<file path="config.mk">
export PLATFORM = sky130hd
export DESIGN_NAME = cid_decoder
export DESIGN_NICKNAME = d
export VERILOG_FILES = /design/src/cid_pkg.sv /design/src/cid_decoder.sv
export SDC_FILE = /design/constraint.sdc
export NUM_CORES = 1
export LEC_CHECK = 0
export BUFFER_PORTS_ARGS = -buffer_cell sky130_fd_sc_hd__buf_2
export CAP_MARGIN = 20
export CELL_PAD_IN_SITES_DETAIL_PLACEMENT = 1
export CELL_PAD_IN_SITES_GLOBAL_PLACEMENT = 1
export CORE_MARGIN = 5
export CORE_UTILIZATION = 32
export CTS_BUF_LIST = sky130_fd_sc_hd__clkbuf_4 sky130_fd_sc_hd__clkbuf_8
export DETAILED_ROUTE_END_ITERATION = 10
export PLACE_DENSITY = 0.74
export SLEW_MARGIN = 20
export SYNTH_ARGS = -nofsm -noshare
export SYNTH_HDL_FRONTEND = slang
export SYNTH_SLANG_ARGS = --single-unit
</file>
<file path="constraint.sdc">
create_clock -name core_clk_i -period 4.95 [get_ports core_clk_i]
set_input_delay 0.99 -clock core_clk_i [delete_from_list [all_inputs] [get_ports core_clk_i]]
set_output_delay 0.99 -clock core_clk_i [all_outputs]
set_load 0.02 [all_outputs]
</file>
<file path="src/cid_pkg.sv">
/*
 * cid_pkg: constants, opcode field codes, decoded-instruction carrier and
 * register map for the core instruction decoder.
 * Assumes a 32-bit classic Wishbone slave with byte addresses.
 */
`default_nettype none

package cid_pkg;

    localparam int          INSTR_W          = 14;
    localparam int          WB_AW            = 8;
    localparam int          WB_DW            = 32;

    // register map, byte addresses
    localparam logic [7:0]  ADDR_INSTR       = 8'h00;
    localparam logic [7:0]  ADDR_COND        = 8'h04;
    localparam logic [7:0]  ADDR_DECODE      = 8'h08;
    localparam logic [7:0]  ADDR_STATUS      = 8'h0C;

    // condition register bits
    localparam int          COND_ZERO        = 0;
    localparam int          COND_BIT         = 1;
    localparam int          COND_PTR0_MSB    = 2;
    localparam int          COND_PTR1_MSB    = 3;
    localparam int          COND_W           = 4;

    // decode register fields
    localparam int          DEC_FLAGS_LO     = 5;
    localparam int          DEC_CYC_LO       = 10;
    localparam int          DEC_SKIP_BIT     = 12;
    localparam int          DEC_IND_BIT      = 13;

    // one instruction cycle spans four core clocks
    localparam int          ICYCLE_CLKS      = 4;
    localparam logic [1:0]  QUARTER_LAST     = 2'(ICYCLE_CLKS - 1);
    localparam logic [1:0]  CYC_ONE          = 2'h1;

    // opcode group and field codes
    localparam logic [1:0]  GRP_FILE         = 2'h0;
    localparam logic [1:0]  GRP_BIT          = 2'h1;
    localparam logic [1:0]  GRP_LIT          = 2'h3;
    localparam logic [3:0]  NIB_DEC_SKIP     = 4'hB;
    localparam logic [3:0]  NIB_INC_SKIP     = 4'hF;
    localparam logic [3:0]  NIB_INHERENT     = 4'h0;
    localparam logic [1:0]  BIT_CLR          = 2'h0;
    localparam logic [1:0]  BIT_SET          = 2'h1;
    localparam logic [1:0]  BIT_TST_CLR      = 2'h2;
    localparam logic [1:0]  BIT_TST_SET      = 2'h3;
    localparam logic [3:0]  NIB_OR_LIT       = 4'h8;
    localparam logic [3:0]  NIB_RET_LIT      = 4'h4;
    localparam logic [3:0]  NIB_SUB_LIT      = 4'hC;
    localparam logic [3:0]  NIB_XOR_LIT      = 4'hA;
    localparam logic [3:0]  NIB_PTR_PCU      = 4'h1;
    localparam logic [3:0]  NIB_INDEXED      = 4'hF;
    localparam logic [7:0]  LOW_BRANCH_ACC   = 8'h0B;
    localparam logic [7:0]  LOW_CALL_ACC     = 8'h0A;
    localparam logic [7:0]  LOW_INT_RET      = 8'h09;
    localparam logic [7:0]  LOW_SUB_RET      = 8'h08;
    localparam logic [7:0]  LOW_WDT_CLR      = 8'h64;
    localparam logic [7:0]  LOW_NOP          = 8'h00;
    localparam logic [7:0]  LOW_SOFT_RESET   = 8'h01;
    localparam logic [7:0]  LOW_STANDBY      = 8'h63;
    localparam logic [4:0]  PFX_DIR_LOAD     = 5'h0C;
    localparam logic [4:0]  PFX_IND_READ     = 5'h02;
    localparam logic [4:0]  PFX_IND_WRITE    = 5'h03;
    localparam logic [5:0]  INDIRECT_DATA_PORT_PAGE        = 6'h00;
    localparam int          PTR_MM_BIT       = 2;
    localparam int          PTR_IDX_BIT      = 6;

    // status flag mask bits: carry, digit carry, zero, timeout, powerdown
    localparam logic [4:0]  FLG_NONE         = 5'h00;
    localparam logic [4:0]  FLG_Z            = 5'h04;
    localparam logic [4:0]  FLG_CDCZ         = 5'h07;
    localparam logic [4:0]  FLG_TO_PD        = 5'h18;

    typedef enum logic [4:0] {
        OP_OTHER,
        OP_NOP,
        OP_SOFT_RESET,
        OP_DECREMENT_SKIP_ZERO,
        OP_INCREMENT_SKIP_ZERO,
        OP_BIT_CLEAR,
        OP_BIT_SET,
        OP_BIT_TEST_SKIP_CLEAR,
        OP_BIT_TEST_SKIP_SET,
        OP_OR_LITERAL,
        OP_SUBTRACT_FROM_LITERAL,
        OP_XOR_LITERAL,
        OP_LOAD_PC_UPPER,
        OP_RETURN_LITERAL,
        OP_RELATIVE_BRANCH_ACC,
        OP_CALL_VIA_ACCUMULATOR,
        OP_INTERRUPT_RETURN,
        OP_SUBROUTINE_RETURN,
        OP_WATCHDOG_CLEAR,
        OP_STANDBY,
        OP_DIRECTION_LOAD,
        OP_POINTER_ADD,
        OP_INDIRECT_READ_MOD,
        OP_INDIRECT_READ_IDX,
        OP_INDIRECT_WRITE_MOD,
        OP_INDIRECT_WRITE_IDX
    } cid_op_type;

    typedef enum {
        ST_IDLE,
        ST_RUN
    } cid_state_type;

    typedef struct packed {
        logic [1:0] grp;
        logic [1:0] nib_hi;
        logic [1:0] nib_lo;
        logic       sel7;
        logic [6:0] low7;
    } cid_word_type;

    typedef struct packed {
        cid_op_type op;
        logic       dest_file;
        logic [6:0] file_addr;
        logic [2:0] bit_idx;
        logic [7:0] literal;
        logic       ptr_sel;
        logic [1:0] mod_mode;
        logic [4:0] flags;
        logic       uses_indirect;
        logic       changes_pc;
        logic       may_skip;
    } cid_dec_type;

endpackage : cid_pkg

`default_nettype wire

</file>
<file path="src/cid_decoder.sv">
/*
 * cid_decoder: decodes one 14-bit instruction word, works out its length
 * in instruction cycles and paces it at four core clocks per cycle.
 * Assumes a classic Wishbone slave port; the word and the datapath condition
 * bits (zero result, tested bit, pointer msbs) are written by software.
 */
// Added by the designer: the Wishbone register port and the placing of the registers.
`default_nettype none

module cid_decoder
    import cid_pkg::*;
(
    input  wire logic              core_clk_i,
    input  wire logic              arst_n_i,
    input  wire logic              wb_cyc_i,
    input  wire logic              wb_stb_i,
    input  wire logic              wb_we_i,
    input  wire logic [WB_AW-1:0]  wb_adr_i,
    input  wire logic [3:0]        wb_sel_i,
    input  wire logic [WB_DW-1:0]  wb_dat_i,
    output logic      [WB_DW-1:0]  wb_dat_o,
    output logic                   wb_ack_o,
    output cid_dec_type            dec_o,
    output logic                   busy_o,
    output logic                   nop_phase_o
);

    function automatic cid_dec_type cid_decode(input logic [INSTR_W-1:0] word);
        cid_word_type w;
        cid_dec_type  d;
        logic [3:0]   nib;
        w               = cid_word_type'(word);
        nib             = {w.nib_hi, w.nib_lo};
        d               = '0;
        d.op            = OP_OTHER;
        d.dest_file     = w.sel7;
        d.file_addr     = w.low7;
        d.bit_idx       = {w.nib_lo, w.sel7};
        d.literal       = {w.sel7, w.low7};
        d.ptr_sel       = w.low7[PTR_MM_BIT];
        d.mod_mode      = w.low7[1:0];
        unique case (w.grp)
            GRP_FILE:
            begin
                if (nib == NIB_DEC_SKIP)
                begin
                    d.op        = OP_DECREMENT_SKIP_ZERO;
                    d.may_skip  = 1'b1;
                end
                else if (nib == NIB_INC_SKIP)
                begin
                    d.op        = OP_INCREMENT_SKIP_ZERO;
                    d.may_skip  = 1'b1;
                end
                else if (nib == NIB_INHERENT)
                begin
                    if (d.literal == LOW_BRANCH_ACC)
                    begin
                        d.op         = OP_RELATIVE_BRANCH_ACC;
                        d.changes_pc = 1'b1;
                    end
                    else if (d.literal == LOW_CALL_ACC)
                    begin
                        d.op         = OP_CALL_VIA_ACCUMULATOR;
                        d.changes_pc = 1'b1;
                    end
                    else if (d.literal == LOW_INT_RET)
                    begin
                        d.op         = OP_INTERRUPT_RETURN;
                        d.changes_pc = 1'b1;
                    end
                    else if (d.literal == LOW_SUB_RET)
                    begin
                        d.op         = OP_SUBROUTINE_RETURN;
                        d.changes_pc = 1'b1;
                    end
                    else if (d.literal == LOW_WDT_CLR)
                    begin
                        d.op    = OP_WATCHDOG_CLEAR;
                        d.flags = FLG_TO_PD;
                    end
                    else if (d.literal == LOW_STANDBY)
                    begin
                        d.op    = OP_STANDBY;
                        d.flags = FLG_TO_PD;
                    end
                    else if (d.literal == LOW_NOP)
                        d.op    = OP_NOP;
                    else if (d.literal == LOW_SOFT_RESET)
                        d.op    = OP_SOFT_RESET;
                    else if (d.literal[7:3] == PFX_DIR_LOAD)
                        d.op    = OP_DIRECTION_LOAD;
                    else if (d.literal[7:3] == PFX_IND_READ)
                    begin
                        d.op            = OP_INDIRECT_READ_MOD;
                        d.flags         = FLG_Z;
                        d.uses_indirect = 1'b1;
                    end
                    else if (d.literal[7:3] == PFX_IND_WRITE)
                    begin
                        d.op            = OP_INDIRECT_WRITE_MOD;
                        d.uses_indirect = 1'b1;
                    end
                end
                // skip-op file operand in the indirect data port page
                if (d.may_skip && w.low7[6:1] == INDIRECT_DATA_PORT_PAGE)
                begin
                    d.uses_indirect = 1'b1;
                    d.ptr_sel       = w.low7[0];
                end
            end
            GRP_BIT:
            begin
                unique case (w.nib_hi)
                    BIT_CLR:     d.op = OP_BIT_CLEAR;
                    BIT_SET:     d.op = OP_BIT_SET;
                    BIT_TST_CLR: d.op = OP_BIT_TEST_SKIP_CLEAR;
                    BIT_TST_SET: d.op = OP_BIT_TEST_SKIP_SET;
                endcase
                d.may_skip = w.nib_hi[1];
                d.dest_file = 1'b1;
                if (w.low7[6:1] == INDIRECT_DATA_PORT_PAGE)
                begin
                    d.uses_indirect = 1'b1;
                    d.ptr_sel       = w.low7[0];
                end
            end
            GRP_LIT:
            begin
                d.ptr_sel = w.low7[PTR_IDX_BIT];
                if (nib == NIB_OR_LIT)
                begin
                    d.op    = OP_OR_LITERAL;
                    d.flags = FLG_Z;
                end
                else if (nib == NIB_SUB_LIT)
                begin
                    d.op    = OP_SUBTRACT_FROM_LITERAL;
                    d.flags = FLG_CDCZ;
                end
                else if (nib == NIB_XOR_LIT)
                begin
                    d.op    = OP_XOR_LITERAL;
                    d.flags = FLG_Z;
                end
                else if (nib == NIB_RET_LIT)
                begin
                    d.op         = OP_RETURN_LITERAL;
                    d.changes_pc = 1'b1;
                end
                else if (nib == NIB_PTR_PCU)
                begin
                    // upper bit of the low byte picks latch load or pointer add
                    d.op      = w.sel7 ? OP_LOAD_PC_UPPER : OP_POINTER_ADD;
                    d.literal = w.sel7 ? {1'b0, w.low7} : {2'h0, w.low7[5:0]};
                end
                else if (nib == NIB_INDEXED)
                begin
                    d.op            = w.sel7 ? OP_INDIRECT_WRITE_IDX
                                             : OP_INDIRECT_READ_IDX;
                    d.flags         = w.sel7 ? FLG_NONE : FLG_Z;
                    d.literal       = {2'h0, w.low7[5:0]};
                    d.uses_indirect = 1'b1;
                end
            end
            default: d.op = OP_OTHER;
        endcase
        return d;
    endfunction : cid_decode

    cid_state_type      state_reg,   state_next;
    cid_dec_type        dec_reg,     dec_next;
    logic [INSTR_W-1:0] instr_reg,   instr_next;
    logic [COND_W-1:0]  cond_reg,    cond_next;
    logic [1:0]         total_reg,   total_next;
    logic [1:0]         remain_reg,  remain_next;
    logic [1:0]         quarter_reg, quarter_next;
    logic               skip_reg,    skip_next;
    logic               busy_reg,    busy_next;
    logic               nop_reg,     nop_next;
    logic               ack_reg,     ack_next;
    logic [WB_DW-1:0]   rdat_reg,    rdat_next;

    logic               wr_en;
    logic               start;
    logic               ptr_msb;
    logic               skip_true;
    cid_dec_type        dec_new;

    // write takes effect only at the edge that carries the ack
    assign wr_en   = wb_cyc_i && wb_stb_i && wb_we_i && ack_reg;
    assign start   = wr_en && wb_adr_i == ADDR_INSTR && (|wb_sel_i[1:0])
                     && state_reg == ST_IDLE;
    assign dec_new = cid_decode(instr_next);
    assign ptr_msb = dec_new.ptr_sel ? cond_next[COND_PTR1_MSB] : cond_next[COND_PTR0_MSB];

    always_comb
    begin
        unique case (dec_new.op)
            OP_DECREMENT_SKIP_ZERO,
            OP_INCREMENT_SKIP_ZERO: skip_true = cond_next[COND_ZERO];
            OP_BIT_TEST_SKIP_CLEAR: skip_true = !cond_next[COND_BIT];
            OP_BIT_TEST_SKIP_SET:   skip_true = cond_next[COND_BIT];
            default:                skip_true = 1'b0;
        endcase
    end

    // the word and condition writes sit in their own process so the decode of
    // instr_next feeds the state logic without looping back into it
    always_comb
    begin
        instr_next = instr_reg;
        cond_next  = cond_reg;
        if (wr_en && wb_adr_i == ADDR_COND && wb_sel_i[0])
            cond_next = wb_dat_i[COND_W-1:0];
        // a word written while busy is dropped so the running one keeps its timing
        if (start)
        begin
            if (wb_sel_i[0])
                instr_next[7:0] = wb_dat_i[7:0];
            if (wb_sel_i[1])
                instr_next[INSTR_W-1:8] = wb_dat_i[INSTR_W-1:8];
        end
    end

    always_comb
    begin
        state_next   = state_reg;
        dec_next     = dec_reg;
        total_next   = total_reg;
        remain_next  = remain_reg;
        quarter_next = quarter_reg;
        skip_next    = skip_reg;
        unique case (state_reg)
            ST_IDLE:
            begin
                if (start)
                begin
                    dec_next     = dec_new;
                    skip_next    = skip_true;
                    total_next   = CYC_ONE + 2'(dec_new.changes_pc | skip_true)
                                 + 2'(dec_new.uses_indirect & ptr_msb);
                    remain_next  = total_next;
                    quarter_next = '0;
                    state_next   = ST_RUN;
                end
            end
            ST_RUN:
            begin
                quarter_next = quarter_reg + 2'h1;
                if (quarter_reg == QUARTER_LAST)
                begin
                    if (remain_reg == CYC_ONE)
                        state_next = ST_IDLE;
                    else
                        remain_next = remain_reg - 2'h1;
                end
            end
        endcase
        busy_next = state_next == ST_RUN;
        // every cycle after the first carries no work
        nop_next  = busy_next && remain_next != total_next;
    end

    always_comb
    begin
        ack_next  = wb_cyc_i && wb_stb_i && !ack_reg;
        rdat_next = '0;
        if (ack_next && !wb_we_i)
        begin
            unique case (wb_adr_i)
                ADDR_INSTR:  rdat_next[INSTR_W-1:0] = instr_reg;
                ADDR_COND:   rdat_next[COND_W-1:0]  = cond_reg;
                ADDR_DECODE:
                begin
                    rdat_next[DEC_FLAGS_LO-1:0]           = dec_reg.op;
                    rdat_next[DEC_CYC_LO-1:DEC_FLAGS_LO]  = dec_reg.flags;
                    rdat_next[DEC_SKIP_BIT-1:DEC_CYC_LO]  = total_reg;
                    rdat_next[DEC_SKIP_BIT]               = skip_reg;
                    rdat_next[DEC_IND_BIT]                = dec_reg.uses_indirect;
                end
                ADDR_STATUS: rdat_next[2:0] = {remain_reg, busy_reg};
                default:     rdat_next = '0;
            endcase
        end
    end

    always_ff @(posedge core_clk_i or negedge arst_n_i)
    begin
        if (!arst_n_i)
        begin
            state_reg   <= ST_IDLE;
            dec_reg     <= '0;
            instr_reg   <= '0;
            cond_reg    <= '0;
            total_reg   <= '0;
            remain_reg  <= '0;
            quarter_reg <= '0;
            skip_reg    <= 1'b0;
            busy_reg    <= 1'b0;
            nop_reg     <= 1'b0;
            ack_reg     <= 1'b0;
            rdat_reg    <= '0;
        end
        else
        begin
            state_reg   <= state_next;
            dec_reg     <= dec_next;
            instr_reg   <= instr_next;
            cond_reg    <= cond_next;
            total_reg   <= total_next;
            remain_reg  <= remain_next;
            quarter_reg <= quarter_next;
            skip_reg    <= skip_next;
            busy_reg    <= busy_next;
            nop_reg     <= nop_next;
            ack_reg     <= ack_next;
            rdat_reg    <= rdat_next;
        end
    end

    assign wb_dat_o    = rdat_reg;
    assign wb_ack_o    = ack_reg;
    assign dec_o       = dec_reg;
    assign busy_o      = busy_reg;
    assign nop_phase_o = nop_reg;
endmodule : cid_decoder

`default_nettype wire

</file>
Yosys cells after proc, flatten, opt, wreduce, memory -nomap -nowiden
Index checks and enable logic that the tools add are counted.
W data, S select, Z words.
Storage, ports and cells
  latch bits: 0
  RAM bits: 0
  output and inout bits: 70
  bits in read-only memories: 0
  input bits: 49
  word-level logic and storage cells: 188
  memories kept: 0
  register bits after elaboration: 127
Cells by class
  reductions and logical operators: 26
  magnitude comparators: 0
  muxes and demuxes: 99
  bitwise logic cells: 2
  divide/modulo/power cells: 0
  $mul: 0
  shift operators: 0
  eq/ne operators: 35
  add/subtract/negate cells: 4
Operators by type and width (count)
  $mux W5: 23
  $mux W32: 3
  $logic_not A32 Y1: 2
  $mux W8: 8
  $pmux W32 S2: 1
  $eq A8 B4 Y1 const B: 6
  $eq A32 B1 Y1 const B: 1
  $eq A32 B2 Y1 const B: 1
  $mux W4: 8
  $mux W6: 5
  $mux W14: 2
  $mux W7: 4
  $eq A4 B4 Y1 const B: 5
  $pmux W10 S2: 1
  $pmux W5 S4: 1
  $mux W1: 18
  $mux W2: 9
  $eq A8 B7 Y1 const B: 2
  $logic_not A8 Y1: 2
  $eq A5 B2 Y1 const B: 3
  $mux W3: 5
  $pmux W5 S3: 1
  $logic_and A1 B1 Y1: 12
  $pmux W1 S3: 4
  other kinds (26): 39

Logic depth before layout (Yosys ltp)
Gate-level depths: netlist (run 1).
  depth after elaboration: 33
  mapped depth: 22
  depth with buffers taken out: 19

Worst setup path before layout (run 1)
OpenSTA, ideal clock, no wires.
  path type: input -> register
  start point: input wb_adr_i[2]
  end point: register nop_reg (netlist: nop_phase_o)
  library setup time: 125 ps
  stages on the path: 20
  setup slack: -129 ps
  arrival time: 4954 ps
  path buffers: 2
  cells stage by stage: buf_2 -> and4bb_1 -> nand4_1 -> nor4_4 -> buf_2 -> mux2_2 -> inv_1 -> ha_1 -> nand3_1 -> mux2i_1 -> o211ai_1 -> o2111a_1 -> a211oi_1 -> a22oi_1 -> o21ba_1 -> ha_1 -> o2bb2a_1 -> o21a_1 -> xnor2_1 -> a21boi_1
RTL lines
  start: declaration: RTL line cid_decoder.sv:18  | input wire logic [WB_AW-1:0] wb_adr_i,
  $logic_not A8 Y1 (*): RTL line cid_decoder.sv:192  | assign start = wr_en && wb_adr_i == ADDR_INSTR && (|wb_sel_i[1:0])
  $logic_and A1 B1 Y1 (*) (2 in a row): RTL line cid_decoder.sv:192
  $logic_and A1 B1 Y1 (*): RTL line cid_decoder.sv:193  | && state_reg == ST_IDLE;
  $mux W14 (*): RTL line cid_decoder.sv:217  | if (start)
  named net instr_next[11]: RTL line cid_decoder.sv:173  | logic [INSTR_W-1:0] instr_reg, instr_next;
  $eq A4 B4 Y1: RTL line cid_decoder.sv:50, cid_decoder.sv:157
  $mux W5: RTL line cid_decoder.sv:157  | else if (nib == NIB_INDEXED)
  $mux W5: RTL line cid_decoder.sv:151  | else if (nib == NIB_PTR_PCU)
  (+9 left out)
  $add A1 B1 Y2: RTL line cid_decoder.sv:241  | total_next = CYC_ONE + 2'(dec_new.changes_pc | skip_true)
  $add A2 B1 Y2 (*): RTL line cid_decoder.sv:242  | + 2'(dec_new.uses_indirect & ptr_msb);
  $mux W2 (*): RTL line cid_decoder.sv:237  | if (start)
  $pmux W2 S2 (*): RTL line cid_decoder.sv:234  | unique case (state_reg)
  named net remain_next[0]: RTL line cid_decoder.sv:176  | logic [1:0] remain_reg, remain_next;
  $ne A2 B2 Y1 (*): RTL line cid_decoder.sv:262  | nop_next = busy_next && remain_next != total_next;
  $logic_and A1 B1 Y1 (*): RTL line cid_decoder.sv:262
  named net nop_next: RTL line cid_decoder.sv:180  | logic nop_reg, nop_next;
  end signal: assignment: RTL line cid_decoder.sv:316  | nop_reg <= nop_next;
  end: declaration: RTL line cid_decoder.sv:180
The timed path passes the listed nets; every way through them passes the cells marked *. The select of a mux whose other input is x is not followed.
A chain may end at the register's enable or synchronous reset.

Worst setup path after layout (run 1)
  start point: input wb_adr_i[4]
  end point: register nop_reg (netlist: nop_phase_o)
The elaborated chain is that of the path after synthesis.

==> results of run 1 <==
-- report_power, final --
part	internal, uW	leakage, uW	switching, uW
combinational	28.0	0.00183	62.5
clock	195	0.0000953	323
sequential	810	0.00136	2.11
-- cell usage in the layout (no fill, tap or decap), types with 9 or more instances in the layout --
master	n
sky130_fd_sc_hd__clkbuf_8	9
sky130_fd_sc_hd__mux2_2	13
sky130_fd_sc_hd__conb_1	18
sky130_fd_sc_hd__buf_4	75
sky130_fd_sc_hd__inv_1	17
sky130_fd_sc_hd__nand4_1	9
sky130_fd_sc_hd__a21oi_1	16
sky130_fd_sc_hd__nor3_1	9
sky130_fd_sc_hd__nor4_1	9
sky130_fd_sc_hd__o21ai_0	27
sky130_fd_sc_hd__mux2i_1	21
sky130_fd_sc_hd__dfrtp_1	99
sky130_fd_sc_hd__nor2_1	44
sky130_fd_sc_hd__buf_2	79
sky130_fd_sc_hd__nand2_1	56
sky130_fd_sc_hd__nand3_1	16
-- per-layer routing --
metal  vias up  track usage  share of wire
met2        94        0.296           0.49
met4         0       0.0490          0.019
met5         -            0              0
li1       2149            -              -
met3        21       0.0313          0.039
met1      2251        0.226           0.45
-- worst max-delay path by stage --
stage                      startpoint           to  slack [ns]  cells past startpoint
final                     wb_adr_i[4]  nop_phase_o        0.18                     18
after CTS                 wb_adr_i[1]  nop_phase_o      0.0004                     20
after global routing      wb_adr_i[4]  nop_phase_o       -0.02                     21
after floorplan           wb_adr_i[3]  nop_phase_o       0.004                     20
after detailed placement  wb_adr_i[1]  nop_phase_o       -0.52                     20
after global placement    wb_adr_i[1]  nop_phase_o       -0.29                     20
-- final cells by class --
cell class                      instances  area [um^2]  area share
Tap cell                              225          282      0.0421
Timing Repair Buffer                  156          981       0.147
Clock buffer                            9          124      0.0185
Multi-Input combinational cell        381         2680       0.401
Inverter                               20         76.3      0.0114
Clock inverter                          7         66.3     0.00992
Sequential cell                        99         2480       0.371
-- cell families (layout without fill, tap and decap cells) --
family | after synthesis | after routing | share of synthesized area
compound gates | 105 | 105 | 0.129
xor+xnor | 2 | 2 | 0.00318
fa+ha+maj | 13 | 13 | 0.0295
buf+inv | 106 | 192 | 0.0978
flops | 99 | 99 | 0.449
mux | 43 | 43 | 0.0880
other cells | 1 | 18 | 0.000680
simple gates | 200 | 200 | 0.202
-- timing repair --
| action | CTS | global route |
|---|---|---|
| buffers inserted | 0 | 5 |
| endpoints found under the setup margin | 1 | 3 |
| hold buffers | 0 | 0 |
| gates resized for setup | 3 | 15 |
| pin swaps | 2 | 10 |
-- per-stage QoR --
step           worst slack [ns]  cells  setup TNS [ns]  power (uW)  hold slack [ns]
2_1_floorplan           0.00372    586               0         880            0.448
3_3_place_gp             -0.285    876          -0.441         916            0.383
3_5_place_dp             -0.520    876           -1.18         919            0.387
4_1_cts                0.000393    892               0        1440            0.410
5_1_grt                 -0.0213    897         -0.0213        1480            0.417
6_report                  0.183    897               0        1420            0.404
-- worst max-delay path, cell delays in order --
cell	delay, ns
sky130_fd_sc_hd__buf_2	0.12
sky130_fd_sc_hd__nor4_4	0.31
sky130_fd_sc_hd__nand4_1	0.24
sky130_fd_sc_hd__nor4_4	0.22
sky130_fd_sc_hd__buf_6	0.19
sky130_fd_sc_hd__mux2_4	0.35
sky130_fd_sc_hd__ha_2	0.23
sky130_fd_sc_hd__buf_4	0.17
sky130_fd_sc_hd__a32oi_1	0.32
sky130_fd_sc_hd__nand4_1	0.26
sky130_fd_sc_hd__and4bb_1	0.38
sky130_fd_sc_hd__a22oi_1	0.10
sky130_fd_sc_hd__o21ba_1	0.20
sky130_fd_sc_hd__ha_1	0.31
sky130_fd_sc_hd__o2bb2a_1	0.22
sky130_fd_sc_hd__o21a_1	0.14
sky130_fd_sc_hd__xnor2_1	0.20
sky130_fd_sc_hd__a21boi_1	0.10
==> impl.org, run 1 <==
** Synth
- For this run, the register share of the synthesized area comes to 0.449.
- For this run, the leading register cell type out of synthesis is sky130_fd_sc_hd__dfrtp_1.
- Synthesized instance count :: 569
- Top cell type by total area after synthesis :: sky130_fd_sc_hd__dfrtp_1
- Top-count cell post-synth :: sky130_fd_sc_hd__dfrtp_1
- Average footprint of a synthesized cell :: 9.69 um^2
- During synthesis, Yosys emitted a total of 0 warnings.
- Leading post-synthesis cells by instance count :: sky130_fd_sc_hd__dfrtp_1, sky130_fd_sc_hd__nand2_1, sky130_fd_sc_hd__clkbuf_1
- Number of distinct library cells after synthesis :: 75
- Number of enable flip-flop cells after synthesis :: 0
- In this run, synthesis produced a sequential element count of 99.
- For this run, asynchronously set or reset flops after synthesis account for 1.00.
- Cell area after technology mapping :: 0.00551 mm^2
- Of the post-synthesis cell area, the dominant cell type holds 0.449.
- Ranked by total cell area, the synthesized netlist is headed by sky130_fd_sc_hd__dfrtp_1, sky130_fd_sc_hd__mux2i_1, sky130_fd_sc_hd__buf_4.

** Route
- Router iterations before antenna repair :: 4
- Vias after detailed routing :: 4515
- Wires add up to 17100 um.
- Residual antenna-violating net count after detailed routing :: 0
- After detailed routing, the number of remaining DRC violations is 0.
- After detailed routing, the average wire length per cell comes to 19.1 um.
- The first routing iteration left 235 violations.
- Vias per std cell :: 5.03

** Die
- Count of pins on the block boundary :: 119
- The initial utilization of the core area, before any placement, comes to 0.322.
- Cell Rows :: 48
- Total die area :: 0.0200 mm^2
- Die Height :: 141 um
- Placeable Area :: 0.0171 mm^2
- Chip width :: 141 um

** STA
- Final setup violation count :: 0
- Of the available clock period, the critical path in the final layout requires 0.963.
- Clock skew on the completed layout was measured at 0.0161 ns.
- The final number of max-transition violations is 0.
- At the pin with the least slew margin, the transition time is 0.879 ns.
- Fin crit period :: 4.77 ns
- Based on the critical path, the design can be clocked at up to 210 MHz.
- The worst pin sits at a relative slew slack of 0.414.
- The final hold violation count was 0.

** CTS
- Insertion delay to the later sink of the worst-skew pair :: 0.39 ns
- The clock passes through at most 2 buffers.
- TritonCTS built the clock tree.
- The clock tree synthesis step divided the H-tree into 3 levels.
- Clock Tree Root :: sky130_fd_sc_hd__clkbuf_8
- Counting the buffers created by CTS gives 9.
- TritonCTS sink count :: 99
- Clock-pin transition on the worst setup and hold timing paths :: 0.11 ns

** Flow run
- Max-cap violations in this run came to 0.

** Worst setup path
- STA classifies the critical path endpoint as a flop.
- Critical path peak fanout :: 7
- Critical Path AT :: 5.05 ns
- The endpoint identified for the worst register-to-register timing path is nop_phase_o.
- R2R depth :: 17
- Reg2Reg Setup Slack :: 0.31 ns
- STA puts the critical path data required time at 5.23 ns.
- STA classifies the critical path startpoint as an input pin.
- Path type of the worst setup path :: in2reg
- R2R Path Start :: state_reg[19]

** Power and ir drop
- IR analysis of the VDD net gives a maximum drop of 0.000120 V.
- In this run the static leakage power is 0.00329 uW.
- Total power divided by cell area :: 213 mW/mm^2

** Global route
- Overflow after GRT :: 0
- The number of antenna violations at the first check in global routing was 0.
- For this run, the total global-route usage over all layers was measured as 0.173.
- Largest net degree at the start of global routing :: 68
- Vias in the first global route :: 4853
- The first global-routing pass estimated 27200 um of wire.

** Layout
- Total number of nets in the final design :: 729
- Flip-flop count of the largest register, all copies and words added :: 32
- Area growth syn-to-layout :: 21.2%
- Once layout is complete, the utilization of the core stands at 0.391.
- Final Instance Area :: 0.00669 mm^2
- After filler insertion, the fill cell instance count of the layout stands at 1971.
- Share of cells above drive strength 1 :: 0.342
- Antenna diode instance count :: 0

** Placement
- At the end of routability-driven placement, the weighted congestion stood at 0.894.
- Input and output buffers added on the ports amount to 80.
- The placed instances occupy a cell area of 0.00638 mm^2.
- After legalization and detailed placement, the total HPWL measured 13500 um.

** Hold path
- Worst hold endpoint :: state_reg[16]
- The startpoint identified for the worst hold timing path is state_reg[16].
- Number of cells on the worst hold path :: 0
- The tightest min-delay check is of the reg2reg type.

** Outcome
- The flow ran to the end, and the final reports show no timing, DRC or antenna violations.
(Power assumes the default switching activity.)
==> run 2, diff against run 1 <==
Settings changed: CELL_PAD_IN_SITES_DETAIL_PLACEMENT 1 to 0.
==> run 2 against run 1 <==
Effect of this change:
- clock skew fell by 0.0045 ns
- utilization fell by 0.073 points
- count of clock-buffer cells in the layout rose by 1
- sequential power barely moved
- register-to-register slack improved by 0.05 ns
- highest routed layer unchanged
==> impl.org, run 2 (synthesis gave the netlist of run 1 again) <==
** STA
- Actual slew at the worst max-slew pin :: 0.879 ns
- Worst max-slew margin expressed relative to the limit :: 0.414
- Setup violations remaining at the end of the flow were counted as 0.
- The final hold violation count is 0.
- Dividing the final minimum period by the clock period gives 0.957.
- Hold_ws :: 0.404 ns
- Setup Skew :: 0.0117 ns
- After layout, the minimum clock period comes to 4.74 ns.
- Fin worst setup slack :: 0.213 ns
- Derived from the worst setup path, the maximum achievable clock frequency is 211 MHz.
- The final number of max-transition violations was 0.

** Placement
- Port Buf Inserts :: 80
- Detailed placement finished with a half-perimeter wire length of 12400 um.
- Post-placement worst setup slack :: -0.329 ns
- Weighted congestion reported at the end of routability-driven placement :: 0.894
- In this run the cell area measured after placement is 0.00638 mm^2.

** Die
- 119 I/O pins were placed.
- The total area inside the core boundary comes to 0.0171 mm^2.
- The die covers 0.0200 mm^2.
- For this configuration, the core starts out at a cell density of 0.322.
- Die Height :: 141 um
- In this run the core area contains 48 standard-cell rows.
- Chip width :: 141 um

** Route
- In this run, the number of DRC markers left after iteration 0 of detailed routing was 291.
- Using the TritonRoute via totals, the vias-per-cell ratio works out to 4.97.
- WL final :: 16100 um
- Router iterations before antenna repair :: 5
- Residual antenna-violating net count after detailed routing :: 0
- After detailed routing, the number of remaining DRC violations is 0.
- Vias after detailed routing :: 4467
- Dividing the detail-routed wire length by the instance count gives 17.9 um.

** Layout
- Area growth syn-to-layout :: 21.0%
- Most common cell after layout, fill and taps aside :: sky130_fd_sc_hd__dfrtp_1
- The sequential cells in the finished layout cover a total of 0.00248 mm^2.
- The multi-input combinational cells in the finished layout cover a total of 0.00267 mm^2.
- Antenna diode instance count :: 0
- Commonest cells after routing, fill and taps aside :: sky130_fd_sc_hd__dfrtp_1, sky130_fd_sc_hd__buf_2, sky130_fd_sc_hd__buf_4
- Total of fill cells in the finished design :: 1734
- The register with the most flip-flops in the layout has 32 of them.
- Share of cells above drive strength 1 :: 0.340
- Total number of nets in the final design :: 730
- Final Instance Area :: 0.00667 mm^2

** CTS
- Clock-pin transition on the worst setup and hold timing paths :: 0.10 ns
- Number of clock buffers inserted by TritonCTS :: 9
- TritonCTS built the clock tree.
- The tree is rooted in a sky130_fd_sc_hd__clkbuf_8.
- Count of hold buffers inserted by post-cts repair :: 0
- TritonCTS sink count :: 99
- Number of H-tree levels :: 3
- The later pin in the worst-skew pair is clocked with a latency of 0.39 ns.
- In this run the deepest clock path goes through 2 buffers.

** Global route
- Global router's overall resource usage :: 0.164
- The number of antenna violations at the first check in global routing is 0.
- The total overflow left after global routing is 0.
- The first global-routing pass estimated 25600 um of wire.
- The number of global-route vias before repair is 4491.
- Largest net degree at the start of global routing :: 68

** Worst setup path
- The worst setup path is launched from an input pin.
- Data required, critical path :: 5.22 ns
- R2R depth :: 17
- Endpoint class of the critical path :: flop
- Data on the critical path arrives at its endpoint at 5.01 ns.
- The startpoint identified for the worst register-to-register timing path is state_reg[27].
- Tracing the worst setup path back leads to its startpoint at wb_adr_i[1].
- By startpoint and endpoint, the worst setup path is classified as in2reg.
- Critical path peak fanout :: 7

** Hold path
- The worst hold path belongs to the class reg2reg.
- Number of cells on the worst hold path :: 0
- Beginning of the worst hold path :: state_reg[22]

** Flow run
- Max-cap violations in this run came to 0.

** Power and ir drop
- Static leakage power :: 0.00329 uW
- The worst-case IR drop observed on VDD is 0.000100 V.
- For this design the ratio of total power to cell area is 211 mW/mm^2.

** Outcome
- The flow ran to the end, and the final reports show no timing, DRC or antenna violations.
==> run 2: cell count changes in the layout (fill, tap and decap cells not counted), sizes merged <==
cell,before,now
buf,156,157
clkinv,3,4
clkbuf,9,10
clkinvlp,1,0
inv,23,22
==> run 2: worst paths after layout <==
| kind | end | slack (ns) |
|---|---|---|
| min in group asynchronous | wb_dat_o[11] | 0.73 |
| max in group asynchronous | dec_o[22] | 3.25 |
| hold reg to reg | state_reg[22] | 0.40 |
| setup / recovery | nop_phase_o | 0.21 |
| hold / removal | state_reg[22] | 0.40 |
| setup reg to reg | nop_phase_o | 0.36 |
==> run 2: power by group <==
| group | switching, uW | internal (uW) | total, uW |
|---|---|---|---|
| Sequential | 2.01 | 810 | 812 |
| Clock | 305 | 198 | 503 |
| Combinational | 61.8 | 27.9 | 89.7 |
| Total | 369 | 1040 | 1400 |
==> run 2: routing by layer <==
layer / GRT usage / vias up / part of all wire
met4: 0.0372 / 0 / 0.013
met2: 0.261 / 118 / 0.48
li1: - / 2154 / -
met5: 0 / - / 0
met1: 0.230 / 2182 / 0.47
met3: 0.0337 / 13 / 0.046
==> run 2: cell type report <==
class                      count  share of cell area
multi-input combinational    381               0.400
sequential                    99               0.371
clock inverter                 6             0.00825
clock buffer                  10              0.0197
inverter                      20              0.0114
timing repair buffer         157               0.148
tap                          225              0.0422
==> run 2: what timing repair did <==
action,4_1_cts,5_1_grt
resized for setup,0,16
setup buffers,0,6
endpoints found under the setup margin,0,2
==> run 2: worst max-delay path: stages <==
cell and delay (ns):
sky130_fd_sc_hd__buf_2 0.11, sky130_fd_sc_hd__nor4_4 0.29, sky130_fd_sc_hd__nand4_1 0.21, sky130_fd_sc_hd__nor4_4 0.28, sky130_fd_sc_hd__buf_6 0.19, sky130_fd_sc_hd__mux2_4 0.34
sky130_fd_sc_hd__ha_2 0.23, sky130_fd_sc_hd__buf_4 0.17, sky130_fd_sc_hd__a32oi_1 0.33, sky130_fd_sc_hd__nand4_1 0.27, sky130_fd_sc_hd__and4bb_1 0.38, sky130_fd_sc_hd__a22oi_1 0.10
sky130_fd_sc_hd__o21ba_1 0.19, sky130_fd_sc_hd__ha_1 0.30, sky130_fd_sc_hd__o2bb2a_1 0.25, sky130_fd_sc_hd__o21a_1 0.15, sky130_fd_sc_hd__xnor2_1 0.12, sky130_fd_sc_hd__a21boi_1 0.09
==> run 2: metrics by stage <==
stage                     setup TNS, ns  power [uW]  utilization  std cells
after detailed placement         -0.545         918        0.373        876
after floorplan                       0         880            -        586
after CTS                             0        1420        0.384        892
after global routing            -0.0123        1470        0.390        898
after global placement           -0.441         916        0.373        876
final                                 0        1400        0.390        898
==> run 3, diff against run 2 <==
Settings changed: CORE_UTILIZATION 32 to 30, PLACE_DENSITY 0.74 to 0.71.
==> run 3 against run 2 <==
Effect of this change:
- count of clock-buffer cells in the layout grew 1
- clock power rose by 6.6%
- first-iteration DRC count shrank 0.69%
- combinational power about the same
- critical endpoint unchanged
- largest cell class unchanged
==> impl.org, run 3 (synthesis gave the netlist of run 1 again) <==
** Outcome
- The flow ran to the end, and the final reports show no timing, DRC or antenna violations.

** STA
- Setup violations remaining at the end of the flow were counted as 0.
- Fin crit period :: 4.75 ns
- Share of the clock period used by the worst path :: 0.959
- Worst max-slew margin expressed relative to the limit :: 0.422
- On the final layout, the worst clock skew is 0.0148 ns.
- Final Hold Fails :: 0
- Maximum frequency from static timing analysis :: 211 MHz
- Actual slew at the worst max-slew pin :: 0.867 ns
- Across all setup checks in the final design, the least slack found is 0.204 ns.
- Final count of pins violating max slew :: 0

** CTS
- Clock-pin slew was measured on the worst setup and hold paths at 0.09 ns.
- Count of hold buffers inserted by post-cts repair :: 0
- For the worst-skew pair, the clock arrives at the later sink with an insertion delay of 0.39 ns.
- For this design, the sink count on the clock tree is 99.
- In this run the clock root is driven by a sky130_fd_sc_hd__clkbuf_8.
- Clock tree from TritonCTS :: yes
- The H-tree was split into 3 levels.
- Number of clock buffers inserted by TritonCTS :: 9
- Clock Path Buffers :: 2

** Worst setup path
- On the worst path, the slowest cell contributes a delay of 0.35 ns.
- Endpoint class of the critical path :: flop
- CP startpoint kind :: input pin
- The slowest stage of the critical path belongs to the cell sky130_fd_sc_hd__mux2_4.
- The setup check on the worst reg-to-reg path leaves a slack of 0.42 ns.
- The worst register-to-register path has a depth of 21.
- Along the worst path, the maximum fanout reaches 7.
- In this run the critical register-to-register path is launched from state_reg[16].
- STA puts the critical path data required time at 5.22 ns.
- The critical path in this run is classified as in2reg.
- Reg2Reg Capture Point :: nop_phase_o
- Sequence of cells on the critical path :: buf_2 -> nor4_4 -> nand4_1 -> buf_4 -> nor4_4 -> buf_6 -> mux2_4 -> inv_2 -> ha_4 -> nand3_1 -> mux2i_4 -> nand3_1 -> buf_4 -> nand4_1 -> buf_4 -> o31ai_1 -> a22oi_1 -> o21ba_1 -> ha_1 -> o2bb2a_1 -> o21a_1 -> xnor2_1 -> a21boi_1
- Data on the critical path arrives at its endpoint at 5.02 ns.
- The number of buffers and inverters on the critical path is 6.
- Most common cell type on the critical path :: sky130_fd_sc_hd__buf_4
- Cell family contributing the most delay on the critical path :: simple AND/OR/NAND/NOR gates

** Hold path
- The path with the worst hold slack has its endpoint at state_reg[27].
- The worst hold path begins at state_reg[27].
- Counting instances, the worst hold path has a depth of 0.
- The tightest min-delay check is of the reg2reg type.

** Die
- From left edge to right edge, the die measures 146 um.
- Cell Rows :: 49
- Total die area :: 0.0212 mm^2
- The total area inside the core boundary comes to 0.0180 mm^2.
- Count of pins on the block boundary :: 119
- Starting density of the core :: 0.306
- The die is 146 um tall.

** Layout
- The number of antenna diodes in the final layout is 0.
- Share of cells above drive strength 1 :: 0.336
- Commonest cells after routing, fill and taps aside :: sky130_fd_sc_hd__dfrtp_1, sky130_fd_sc_hd__buf_2, sky130_fd_sc_hd__buf_4
- Cell Count, Final, Fillers Out :: 899
- Final Instance Area :: 0.00669 mm^2
- Final core occ :: 0.371
- At the end of the flow, the number of nets in the layout was 727.
- Most common cell after layout, fill and taps aside :: sky130_fd_sc_hd__dfrtp_1
- Area growth syn-to-layout :: 21.3%
- Flip-flop count of the largest register, all copies and words added :: 32

** Placement
- Timing analysis after detailed placement gives a worst setup slack of -0.394 ns.
- After detailed placement, the design holds a cell count of 875.
- Weighted congestion reported at the end of routability-driven placement :: 0.903
- Standard cell area after detailed placement :: 0.00635 mm^2
- Port Buf Inserts :: 80
- Summed over all nets, the half-perimeter wirelength after detailed placement is 12300 um.

** Global route
- Overflow after GRT :: 0
- The number of global-route vias before repair was 4408.
- Global router's overall resource usage :: 0.151
- Global-route wire length before repair :: 25500 um
- Antenna violations before repair :: 0
- Entering global routing, the biggest net connects 68 pins.

** Power and ir drop
- Power spread over the standard cell area amounts to 215 mW/mm^2.
- Part of the total power dissipated in combinational logic :: 0.062
- Design Power :: 1440 uW
- The worst-case IR drop observed on VDD is 0.0000970 V.
- In this run the power spent charging and discharging nets is 351 uW.
- Part of the total power dissipated in sequential elements :: 0.565
- In this run the static leakage power is 0.00329 uW.
- Net switching share of the total power :: 0.244
- Internal portion of total power :: 1090 uW
- Clock network fraction of design power :: 0.373

** Route
- Router iterations before antenna repair :: 5
- For this run, design rule violations remaining after detail routing come to 0.
- Vias per std cell :: 4.91
- Number of violations reported at the end of detailed-routing iteration 0 :: 289
- Vias after detailed routing :: 4412
- Routed WL per cell :: 17.8 um
- The detail route stage leaves a number of antenna-violating nets equal to 0.
- WL final :: 16000 um

** Flow run
- Max-cap violations in this run came to 0.
-- run 3: changes by cell type in the layout (fill, tap and decap cells not counted), moves of 2 or more --
cell,change
sky130_fd_sc_hd__ha_2,-3
sky130_fd_sc_hd__clkinv_4,-2
sky130_fd_sc_hd__ha_1,+2
sky130_fd_sc_hd__buf_4,-3
-- run 3: power groups by stage --
stage	Combinational (uW)	Clock [uW]	Sequential, uW
final	89.8	536	812
after global routing	101	590	812
after CTS	90.6	557	812
after detailed placement	90.4	0	828
after global placement	88.2	0	828
after floorplan	51.8	0	828
-- run 3: cell type report --
cell class	instances	area [um^2]
Fill cell	1852	11300
Inverter	20	76.3
Timing Repair Buffer	154	962
Sequential cell	99	2480
Clock buffer	11	139
Multi-Input combinational cell	381	2690
Tap cell	229	287
Clock inverter	5	61.3
-- run 3: worst max-delay path by stage --
stage	start	to	cells past startpoint	slack [ns]
floorplan	wb_adr_i[3]	nop_phase_o	20	0.004
global placement	wb_adr_i[1]	nop_phase_o	20	-0.37
detailed placement	wb_adr_i[1]	nop_phase_o	20	-0.39
CTS	wb_adr_i[1]	nop_phase_o	20	0.004
global route	wb_adr_i[4]	nop_phase_o	22	-0.02
finish	wb_adr_i[4]	nop_phase_o	23	0.20
-- run 3: timing repair --
action	in CTS	in global routing
endpoints found under the setup margin	1	3
pin swaps	1	7
resized for setup	0	18
setup buffers	0	8
-- run 3: layer usage --
metal | track usage | share of wire | up-vias
li1 | - | - | 2136
met1 | 0.216 | 0.49 | 2155
met2 | 0.228 | 0.45 | 106
met3 | 0.0336 | 0.044 | 15
met4 | 0.0452 | 0.017 | 0
met5 | 0 | 0 | -
-- run 3: through the flow --
step	hold WS (ns)	setup TNS (ns)
6_report	0.399	0
3_3_place_gp	0.383	-0.684
3_5_place_dp	0.384	-0.759
4_1_cts	0.405	0
2_1_floorplan	0.448	0
5_1_grt	0.413	-0.0249
